## src/common/amp_pipe_regs.vh

```
/*
 Constants for the arithmetic, multiply and logic pipeline interlock: instruction
 classes, stall counts and per-class stage timelines.
 Assumes a decoder that classifies each instruction in decode before it is issued.
 Bit k of a timeline mask marks an event k+1 cycles after the decode issue cycle.
*/
// Notes on behaviour
// - Status arithmetic runs five stages, idle ma.
// - Status readers wait for pending status writes.
// - Word multiply-accumulate: eight stages, second MA feeds.
// - Multiplier stays busy three cycles after MA.
// - Decode after word multiply-accumulate stalls one slot.
// - Non-multiplier follower proceeds; users wait for multiplier.
// - Multiply memory stages win slots over fetch.
// - Long multiply-accumulate mirrors word form, one stall.
// - DSP variant: word multiply-accumulate has seven stages.
// - DSP variant: long forms have nine stages.
// - 16-bit multiply: six stages, two busy cycles.
// - 16-bit multiply then non-user: no stall.
// - Double multiply: eight stages, busy three, stall one.
// - Register logic: five stages, register write only.
// - Byte memory logic: six stages, stall two slots.
// - Byte memory logic accesses arbitrated against fetch.
// - Byte memory test: seven stages, T at write-back.
// - Test-and-set: three memory stages, T at write-back.
// - DSP variant: test-and-set delays next decode three.
// - Register test: five stages, status at write-back.
`ifndef AMP_PIPE_REGS_VH
`define AMP_PIPE_REGS_VH

`define AMP_TL_DEPTH 9

`define AMP_CLS_REG_ALU 4'h0
`define AMP_CLS_SR_ALU 4'h1
`define AMP_CLS_REG_TEST 4'h2
`define AMP_CLS_MUL_ACC_WORD 4'h3
`define AMP_CLS_MUL_ACC_LONG 4'h4
`define AMP_CLS_MUL16 4'h5
`define AMP_CLS_MUL32X32 4'h6
`define AMP_CLS_MEM_LOGIC 4'h7
`define AMP_CLS_MEM_BYTE_TEST 4'h8
`define AMP_CLS_TEST_SET 4'h9

`define AMP_K_EX 3'h0
`define AMP_K_MA 3'h1
`define AMP_K_MULT 3'h2
`define AMP_K_FEED 3'h3
`define AMP_K_WBR 3'h4
`define AMP_K_WBS 3'h5
`define AMP_K_WBT 3'h6

`define AMP_STALL_MUL 2'h1
`define AMP_STALL_MEM_LOGIC 2'h2
`define AMP_STALL_MEM_TEST 2'h2
`define AMP_STALL_TAS 2'h0
`define AMP_STALL_TAS_DSP 2'h3

`define AMP_M_NONE 9'h000
`define AMP_M_EX1 9'h001
`define AMP_M_EX13 9'h005
`define AMP_M_WB3 9'h004
`define AMP_M_WB5 9'h010
`define AMP_M_MA2 9'h002
`define AMP_M_MA23 9'h006
`define AMP_M_MA24 9'h00a
`define AMP_M_MA234 9'h00e
`define AMP_M_FEED3 9'h004
`define AMP_M_MAC 9'h03c
`define AMP_M_MUL_ACC_WORD_DSP 9'h01c
`define AMP_M_MUL_ACC_LONG_DSP 9'h07c
`define AMP_M_DMUL 9'h03e
`define AMP_M_DMUL_DSP 9'h07e
`define AMP_M_MUL16 9'h00e

`endif

```

## src/core/amp_timeline.v

```verilog
/*
 Event timeline: a shift register of future single-cycle events for one resource.
 Assumes the owner loads a mask only when it issues an instruction.
*/
`default_nettype none

module amp_timeline #(
   parameter W = 9
) (
   // Clock and reset.
   input wire i_ref_clk,
   input wire i_rst_b,
   input wire i_ce,
   // Candidate schedule.
   input wire i_load,
   input wire [W-1:0] i_mask,
   // Status.
   output wire o_now,
   output wire o_busy,
   output wire o_conflict
);
   reg [W-1:0] tl_r;
   wire [W-1:0] shifted;
   wire [W-1:0] tl_nxt;

   // Shifting never waits on decode, so busy time runs regardless of slots.
   assign shifted = {1'b0, tl_r[W-1:1]};
   assign tl_nxt = i_load ? (shifted | i_mask) : shifted;
   assign o_now = tl_r[0];
   assign o_busy = |tl_r;
   assign o_conflict = |(shifted & i_mask);

   always @(posedge i_ref_clk or negedge i_rst_b) begin
      if (!i_rst_b) begin
         tl_r <= {W{1'b0}};
      end else if (i_ce) begin
         tl_r <= tl_nxt;
      end
   end
endmodule // amp_timeline

`default_nettype wire

```

## src/core/amp_pipe_ctrl.v

```verilog
/*
 Decode interlock and stage sequencer for status arithmetic, multiply,
 multiply-accumulate and logic instructions.
 Assumes decode presents one classified instruction and holds it while stalled,
 and that the datapath acts on the stage strobes given here.
*/
`default_nettype none
`include "amp_pipe_regs.vh"

module amp_pipe_ctrl #(
   parameter TLW = `AMP_TL_DEPTH
) (
   // Clock and reset.
   input wire i_ref_clk,
   input wire i_rst_b,
   input wire i_ce,
   // Core variant.
   input wire i_dsp_mode,
   // Decode stage.
   input wire i_id_valid,
   input wire [3:0] i_id_class,
   input wire i_id_wr_reg,
   input wire [3:0] i_id_rn,
   input wire i_id_reads_sr,
   input wire i_id_reads_mac,
   output wire o_id_issue,
   output wire o_id_stall,
   output wire o_sr_hazard,
   output wire o_mult_hazard,
   // Fetch and memory port.
   input wire i_if_req,
   output wire o_if_grant,
   output wire o_ma_req,
   // Stage strobes.
   output wire o_ex_active,
   output wire o_mult_feed,
   output wire o_mult_busy,
   output wire o_wb_reg_we,
   output wire [3:0] o_wb_rn,
   output wire o_wb_sr_we,
   output wire o_wb_t_we
);

   // Timeline of one resource for one instruction class.
   function [TLW-1:0] f_mask;
      input [3:0] cls;
      input [2:0] kind;
      input dsp;
      reg [8:0] m;
      begin
         m = `AMP_M_NONE;
         case (kind)
            `AMP_K_EX: begin
               if (cls == `AMP_CLS_MEM_LOGIC || cls == `AMP_CLS_MEM_BYTE_TEST) begin
                  m = `AMP_M_EX13;
               end else begin
                  m = `AMP_M_EX1;
               end
            end
            `AMP_K_MA: begin
               case (cls)
                  `AMP_CLS_MUL_ACC_WORD: m = `AMP_M_MA23;
                  `AMP_CLS_MUL_ACC_LONG: m = `AMP_M_MA23;
                  `AMP_CLS_MUL32X32: m = `AMP_M_MA23;
                  `AMP_CLS_MUL16: m = `AMP_M_MA2;
                  `AMP_CLS_MEM_LOGIC: m = `AMP_M_MA24;
                  `AMP_CLS_MEM_BYTE_TEST: m = `AMP_M_MA24;
                  `AMP_CLS_TEST_SET: m = `AMP_M_MA234;
                  default: m = `AMP_M_NONE;
               endcase
            end
            `AMP_K_MULT: begin
               case (cls)
                  `AMP_CLS_MUL_ACC_WORD: begin
                     m = dsp ? `AMP_M_MUL_ACC_WORD_DSP : `AMP_M_MAC;
                  end
                  `AMP_CLS_MUL_ACC_LONG: begin
                     m = dsp ? `AMP_M_MUL_ACC_LONG_DSP : `AMP_M_MAC;
                  end
                  `AMP_CLS_MUL32X32: begin
                     m = dsp ? `AMP_M_DMUL_DSP : `AMP_M_DMUL;
                  end
                  `AMP_CLS_MUL16: m = `AMP_M_MUL16;
                  default: m = `AMP_M_NONE;
               endcase
            end
            `AMP_K_FEED: begin
               if (cls == `AMP_CLS_MUL_ACC_WORD || cls == `AMP_CLS_MUL_ACC_LONG) begin
                  m = `AMP_M_FEED3;
               end
            end
            `AMP_K_WBR: begin
               if (cls == `AMP_CLS_REG_ALU || cls == `AMP_CLS_SR_ALU) begin
                  m = `AMP_M_WB3;
               end
            end
            `AMP_K_WBS: begin
               if (cls == `AMP_CLS_SR_ALU || cls == `AMP_CLS_REG_TEST) begin
                  m = `AMP_M_WB3;
               end
            end
            `AMP_K_WBT: begin
               if (cls == `AMP_CLS_MEM_BYTE_TEST || cls == `AMP_CLS_TEST_SET) begin
                  m = `AMP_M_WB5;
               end
            end
            default: m = `AMP_M_NONE;
         endcase
         f_mask = m[TLW-1:0];
      end
   endfunction

   // Slots that the next decode waits behind the issued instruction.
   function [1:0] f_stall;
      input [3:0] cls;
      input dsp;
      begin
         case (cls)
            `AMP_CLS_MUL_ACC_WORD: f_stall = `AMP_STALL_MUL;
            `AMP_CLS_MUL_ACC_LONG: f_stall = `AMP_STALL_MUL;
            `AMP_CLS_MUL32X32: f_stall = `AMP_STALL_MUL;
            `AMP_CLS_MEM_LOGIC: f_stall = `AMP_STALL_MEM_LOGIC;
            `AMP_CLS_MEM_BYTE_TEST: f_stall = `AMP_STALL_MEM_TEST;
            `AMP_CLS_TEST_SET: begin
               f_stall = dsp ? `AMP_STALL_TAS_DSP : `AMP_STALL_TAS;
            end
            default: f_stall = 2'h0;
         endcase
      end
   endfunction

   reg [1:0] stall_cnt_r;
   reg [1:0] stall_cnt_nxt;
   reg [3:0] rn_pipe_r [0:TLW-1];
   reg [3:0] rn_wb_r;
   integer k;

   wire [TLW-1:0] m_ex;
   wire [TLW-1:0] m_ma;
   wire [TLW-1:0] m_mult;
   wire [TLW-1:0] m_feed;
   wire [TLW-1:0] m_wbr;
   wire [TLW-1:0] m_wbs;
   wire [TLW-1:0] m_wbt;
   wire ex_now, ma_now, mult_now, feed_now, wbr_now, wbs_now, wbt_now;
   wire ex_busy, ma_busy, mult_busy, feed_busy, wbr_busy, wbs_busy, wbt_busy;
   wire ex_cf, ma_cf, mult_cf, feed_cf, wbr_cf, wbs_cf, wbt_cf;
   wire sr_haz;
   wire mult_haz;
   wire struct_haz;
   wire stall;
   wire issue;

   assign m_ex = f_mask(i_id_class, `AMP_K_EX, i_dsp_mode);
   assign m_ma = f_mask(i_id_class, `AMP_K_MA, i_dsp_mode);
   assign m_mult = f_mask(i_id_class, `AMP_K_MULT, i_dsp_mode);
   assign m_feed = f_mask(i_id_class, `AMP_K_FEED, i_dsp_mode);
   assign m_wbr = i_id_wr_reg ? f_mask(i_id_class, `AMP_K_WBR, i_dsp_mode) : {TLW{1'b0}};
   assign m_wbs = f_mask(i_id_class, `AMP_K_WBS, i_dsp_mode);
   assign m_wbt = f_mask(i_id_class, `AMP_K_WBT, i_dsp_mode);

   // A status reader waits until every pending status or T write has landed.
   assign sr_haz = i_id_reads_sr & (wbs_busy | wbt_busy);
   // Multiplier users may not overlap multiplier cycles already scheduled.
   assign mult_haz = mult_cf | (i_id_reads_mac & mult_busy);
   assign struct_haz = ex_cf | ma_cf | wbr_cf | wbs_cf | wbt_cf | feed_cf;
   assign stall = (stall_cnt_r != 2'h0) | sr_haz | mult_haz | struct_haz;
   assign issue = i_ce & i_id_valid & ~stall;

   assign o_id_issue = issue;
   assign o_id_stall = i_id_valid & stall;
   assign o_sr_hazard = i_id_valid & sr_haz;
   assign o_mult_hazard = i_id_valid & mult_haz;

   // Memory stages take the port; fetch waits for a free slot.
   assign o_if_grant = i_if_req & ~ma_now;
   assign o_ma_req = ma_now;
   assign o_ex_active = ex_now;
   assign o_mult_feed = feed_now;
   assign o_mult_busy = mult_now;
   assign o_wb_reg_we = wbr_now;
   assign o_wb_rn = rn_wb_r;
   assign o_wb_sr_we = wbs_now;
   assign o_wb_t_we = wbt_now;

   always @* begin
      stall_cnt_nxt = stall_cnt_r;
      if (issue) begin
         stall_cnt_nxt = f_stall(i_id_class, i_dsp_mode);
      end else if (stall_cnt_r != 2'h0) begin
         stall_cnt_nxt = stall_cnt_r - 2'h1;
      end
   end

   always @(posedge i_ref_clk or negedge i_rst_b) begin
      if (!i_rst_b) begin
         stall_cnt_r <= 2'h0;
      end else if (i_ce) begin
         stall_cnt_r <= stall_cnt_nxt;
      end
   end

   // Destination tags ride alongside the write-back timeline.
   always @(posedge i_ref_clk or negedge i_rst_b) begin
      if (!i_rst_b) begin
         for (k = 0; k < TLW; k = k + 1) begin
            rn_pipe_r[k] <= 4'h0;
         end
         rn_wb_r <= 4'h0;
      end else if (i_ce) begin
         for (k = 0; k < TLW - 1; k = k + 1) begin
            rn_pipe_r[k] <= rn_pipe_r[k+1];
         end
         rn_pipe_r[TLW-1] <= 4'h0;
         if (issue && m_wbr[2]) begin
            rn_pipe_r[2] <= i_id_rn;
         end
         rn_wb_r <= rn_pipe_r[1];
      end
   end

   amp_timeline #(.W(TLW)) u_tl_ex (
      .i_ref_clk(i_ref_clk), .i_rst_b(i_rst_b), .i_ce(i_ce),
      .i_load(issue), .i_mask(m_ex),
      .o_now(ex_now), .o_busy(ex_busy), .o_conflict(ex_cf)
   );

   amp_timeline #(.W(TLW)) u_tl_ma (
      .i_ref_clk(i_ref_clk), .i_rst_b(i_rst_b), .i_ce(i_ce),
      .i_load(issue), .i_mask(m_ma),
      .o_now(ma_now), .o_busy(ma_busy), .o_conflict(ma_cf)
   );

   amp_timeline #(.W(TLW)) u_tl_mult (
      .i_ref_clk(i_ref_clk), .i_rst_b(i_rst_b), .i_ce(i_ce),
      .i_load(issue), .i_mask(m_mult),
      .o_now(mult_now), .o_busy(mult_busy), .o_conflict(mult_cf)
   );

   amp_timeline #(.W(TLW)) u_tl_feed (
      .i_ref_clk(i_ref_clk), .i_rst_b(i_rst_b), .i_ce(i_ce),
      .i_load(issue), .i_mask(m_feed),
      .o_now(feed_now), .o_busy(feed_busy), .o_conflict(feed_cf)
   );

   amp_timeline #(.W(TLW)) u_tl_wbr (
      .i_ref_clk(i_ref_clk), .i_rst_b(i_rst_b), .i_ce(i_ce),
      .i_load(issue), .i_mask(m_wbr),
      .o_now(wbr_now), .o_busy(wbr_busy), .o_conflict(wbr_cf)
   );

   amp_timeline #(.W(TLW)) u_tl_wbs (
      .i_ref_clk(i_ref_clk), .i_rst_b(i_rst_b), .i_ce(i_ce),
      .i_load(issue), .i_mask(m_wbs),
      .o_now(wbs_now), .o_busy(wbs_busy), .o_conflict(wbs_cf)
   );

   amp_timeline #(.W(TLW)) u_tl_wbt (
      .i_ref_clk(i_ref_clk), .i_rst_b(i_rst_b), .i_ce(i_ce),
      .i_load(issue), .i_mask(m_wbt),
      .o_now(wbt_now), .o_busy(wbt_busy), .o_conflict(wbt_cf)
   );

endmodule // amp_pipe_ctrl

`default_nettype wire

```

## config.mk

```make
export PLATFORM = sky130hd
export DESIGN_NAME = amp_pipe_ctrl
export DESIGN_NICKNAME = d
export VERILOG_FILES = /design/src/core/amp_timeline.v /design/src/core/amp_pipe_ctrl.v
export VERILOG_INCLUDE_DIRS = /design/src /design/src/common
export SDC_FILE = /design/constraint.sdc
export NUM_CORES = 1
export LEC_CHECK = 0
export ABC_AREA = 0
export BUFFER_PORTS_ARGS = -buffer_cell sky130_fd_sc_hd__buf_2
export CAP_MARGIN = 20
export CORE_ASPECT_RATIO = 1.1
export CORE_UTILIZATION = 52
export CTS_BUF_LIST = sky130_fd_sc_hd__clkbuf_8
export CTS_CLUSTER_DIAMETER = 50
export DETAILED_ROUTE_END_ITERATION = 8
export PLACE_DENSITY = 0.77
export REMOVE_ABC_BUFFERS = 1
export SYNTH_ARGS = -nofsm -noshare
export SYNTH_HDL_FRONTEND = slang
export SYNTH_SLANG_ARGS = --single-unit
```

## constraint.sdc

```tcl
create_clock -name i_ref_clk -period 2.1 [get_ports i_ref_clk]
set_input_delay 0.42 -clock i_ref_clk [delete_from_list [all_inputs] [get_ports i_ref_clk]]
set_output_delay 0.42 -clock i_ref_clk [all_outputs]
set_load 0.005 [all_outputs]
```

==> results.md <==
- Outcome: finished, final reports clean
- R2R cell count: 8
- Max-cap violations: 0
- Area Overhead vs Synth: 23.8%
- Drt first-iter violations: 86
- Aggregate global routing overflow: 0
- Synth Area in XOR/XNOR: 1.27%
- Cell Int Power: 0.00169 W
- Hold_ws: 0.186 ns
- Flops & latches, synth: 42
- # H-tree levels: 2
- Net Sw Frac: 28.8%
- Adder-Cell Fraction of Synth Area: 0.607%
- RSZ-0062 raised after global routing: yes
- Total leakage power: 1.27 nW
- Longest Clk Path Bufs: 2
- Slew Viols, Final: 0
- Area contributors post-synth: dfrtp_1, mux2_2, a32o_1
- CTS tree: yes
- Vias in the first global route: 1536
- Slew margin rel.: 65.5%
- WP buf/inv: 2
- Root buf cell: clkbuf_8
- Worst vdd ir: 0.434 mV
- Top-count cell post-synth: dfrtp_1
- Crit end category: output port
- Critical path class: reg2out
- DIE WIDTH: 62.0 um
- Vias: 1580
- Critical-path maximum fanout: 3
- Avg Inst Size Synth: 12.1 um^2
- IO Count: 33
- Critical Path AT: 1.67 ns
- Gate Count Post-Synth: 171
- CP Cell Sequence: nor4_2 -> a21boi_2 -> nor3_4 -> nand3_4 -> clkinv_4 -> buf_6
- Comb pwr share: 27.3%
- Top cell type's share of synthesized area: 51.0%
- Initial antenna violation count: 0
- Placed insts: 259
- Die ar.: 4220 um^2
- Minimum clock period: 2.09 ns
- Switch Pwr: 0.000683 W
- Max Fclk: 479 MHz
- Clock Sinks: 42
- Netlist Area Pre-Place: 2060 um^2
- FF-to-FF Start: u_tl_wbt.tl_r[4]$_DFFE_PN0P_
- # port buffers: 32
- DRC: 0
- Clk pin slew, worst setup/hold paths: 0.08 ns
- # rows: 23
- Gr usage total: 23.6%
- Worst EP required: 1.68 ns
- Final Power: 0.00237 W
- Final #Nets: 238
- Cell family with most CP delay: simple AND/OR/NAND/NOR gates
- Diode count: 0
- Number of flops mapped to enable cells by yosys: 0
- Core region area: 3710 um^2
- Via/cell ratio: 5.83
- Routability congestion estimate: 1.01
- Drt total wl: 4550 um
- Finish-stage setup viols: 0
- Largest net degree at the start of global routing: 43
- Post-synthesis mux area share: 14.4%
- FILL cells: 290
- Sum Neg Setup Slack: 0 ns
- Sequential share of the synthesized area: 51.0%
- Die Height: 68.0 um
- Crit-path max cell delay: 0.42 ns
- CTS Hold Bufs: 0
- DRT antenna net count: 0
- Hold Violations, Final: 0
- Post-DP HPWL: 3390 um
- Hold crit path type: in2async
- Reg2Reg Setup Slack: 0.34 ns
- Synth Flop Type: dfrtp_1
- Fin cells: 271
- Crit-path slowest cell: dfrtp_1
- Num CTS Buffers: 5
- DR WL/cell: 16.8 um
- Synth unique cells: 46
- Final period util: 99.5%
- Crit start category: flip-flop
- Yosys warning count: 0
- Sequential Power Share: 41.0%
- DR pass1 iterations: 4
- Synth Area in Simple Gates: 11.7%
- Layout cells sized above 1: 44.3%
- Top cells by instance count after synthesis: dfrtp_1, mux2_2, nor2_1
- Synth Area in Compound Gates: 16.5%
- Worst slack, placed: 0.00295 ns
- Dominant cell type by area after synthesis: dfrtp_1
- Final Worst Setup Slack: 0.0113 ns
- Worst r2r dst: u_tl_mult.tl_r[6]$_DFFE_PN0P_
- Power per cell area: 929 nW/um^2
- Starting Density: 55.5%
- Clock share of power: 31.7%
- Largest family of logic cells by synthesized area: compound AO/OA/AOI/OAI gates
- Worst Skew: 0.00722 ns
- First-pass GRT wire length: 7090 um
- Clock Latency Late Sink: 0.29 ns
- Fraction of registers with async set/reset: 100%
- Worst-Margin Slew: 0.518 ns
-- registers in the layout, summed over array words and instances (netlist names) --
signal and cells:
o_wb_rn 4, u_tl_wbs.tl_r 3, stall_cnt_r 2, u_tl_ex.tl_r 3, u_tl_wbr.tl_r 3, u_tl_mult.tl_r 7, u_tl_feed.tl_r 3, u_tl_wbt.tl_r 5
u_tl_ma.tl_r 4, rn_pipe_r 8
-- cells by family after synthesis --
group / after synthesis
adder cells (fa/ha/maj): 1
buffers and inverters: 16
AO/OA/AOI/OAI: 44
XOR/XNOR: 3
AND/OR/NAND/NOR: 38
multiplexers: 27
flip-flops: 42
-- stage by stage --
step / util (%) / cell area [um^2]
after floorplan: - / 1990
after global routing: 68.8 / 2550
after global placement: 62.8 / 2330
final: 68.8 / 2550
after detailed placement: 62.8 / 2330
after CTS: 67.6 / 2510
-- layout by cell type (no fill, tap or decap), types with 4 or more instances in the layout --
cell type,instances
mux2i_1,6
nor2b_1,5
a32o_1,7
nor2_1,10
a21oi_1,6
buf_2,30
nand2_1,6
dfrtp_1,42
inv_1,4
o21ai_0,5
clkbuf_8,5
buf_4,19
mux2_2,21
-- area by class of cell --
class,count,area (um^2),area share (%)
sequential,42,1050,41.2
multi-input combinational,113,958,37.5
timing repair buffer,51,312,12.2
clock buffer,5,68.8,2.70
clock inverter,3,68.8,2.70
tap,50,62.6,2.45
inverter,7,31.3,1.23
-- power by group through the flow --
stage	combinational, W	clock [W]	sequential [W]
after floorplan	0.000353	0	0.000965
after global placement	0.000554	0	0.000976
after detailed placement	0.000575	0	0.000984
after CTS	0.000629	0.000763	0.000966
after global routing	0.000707	0.000798	0.000980
final	0.000647	0.000752	0.000971
-- worst max path at each step --
stage | start | cells after the start | slack [ns] | end
finish | u_tl_wbt.tl_r[4]$_DFFE_PN0P_ | 6 | 0.01 | o_id_issue
global route | u_tl_wbt.tl_r[4]$_DFFE_PN0P_ | 6 | -0.09 | o_id_issue
CTS | stall_cnt_r[1]$_DFFE_PN0P_ | 8 | -0.01 | o_id_stall
detailed placement | i_id_class[1] | 8 | 0.003 | o_id_issue
global placement | i_id_class[1] | 7 | 0.06 | o_id_issue
floorplan | i_id_class[0] | 5 | 0.25 | o_id_issue
-- per-layer routing --
layer / GRT usage [%] / part of all wire, % / up-vias
met5: 0 / 0 / -
met4: 8.89 / 1.3 / 0
li1: - / - / 721
met1: 31.0 / 43 / 779
met2: 37.4 / 50 / 72
met3: 5.86 / 5.6 / 8
-- what timing repair did --
item / in CTS / in global routing
pin swaps: 2 / 4
endpoints found under the setup margin: 2 / 3
setup buffers: 3 / 1
resized for setup: 6 / 7
(Power assumes the default switching activity.)
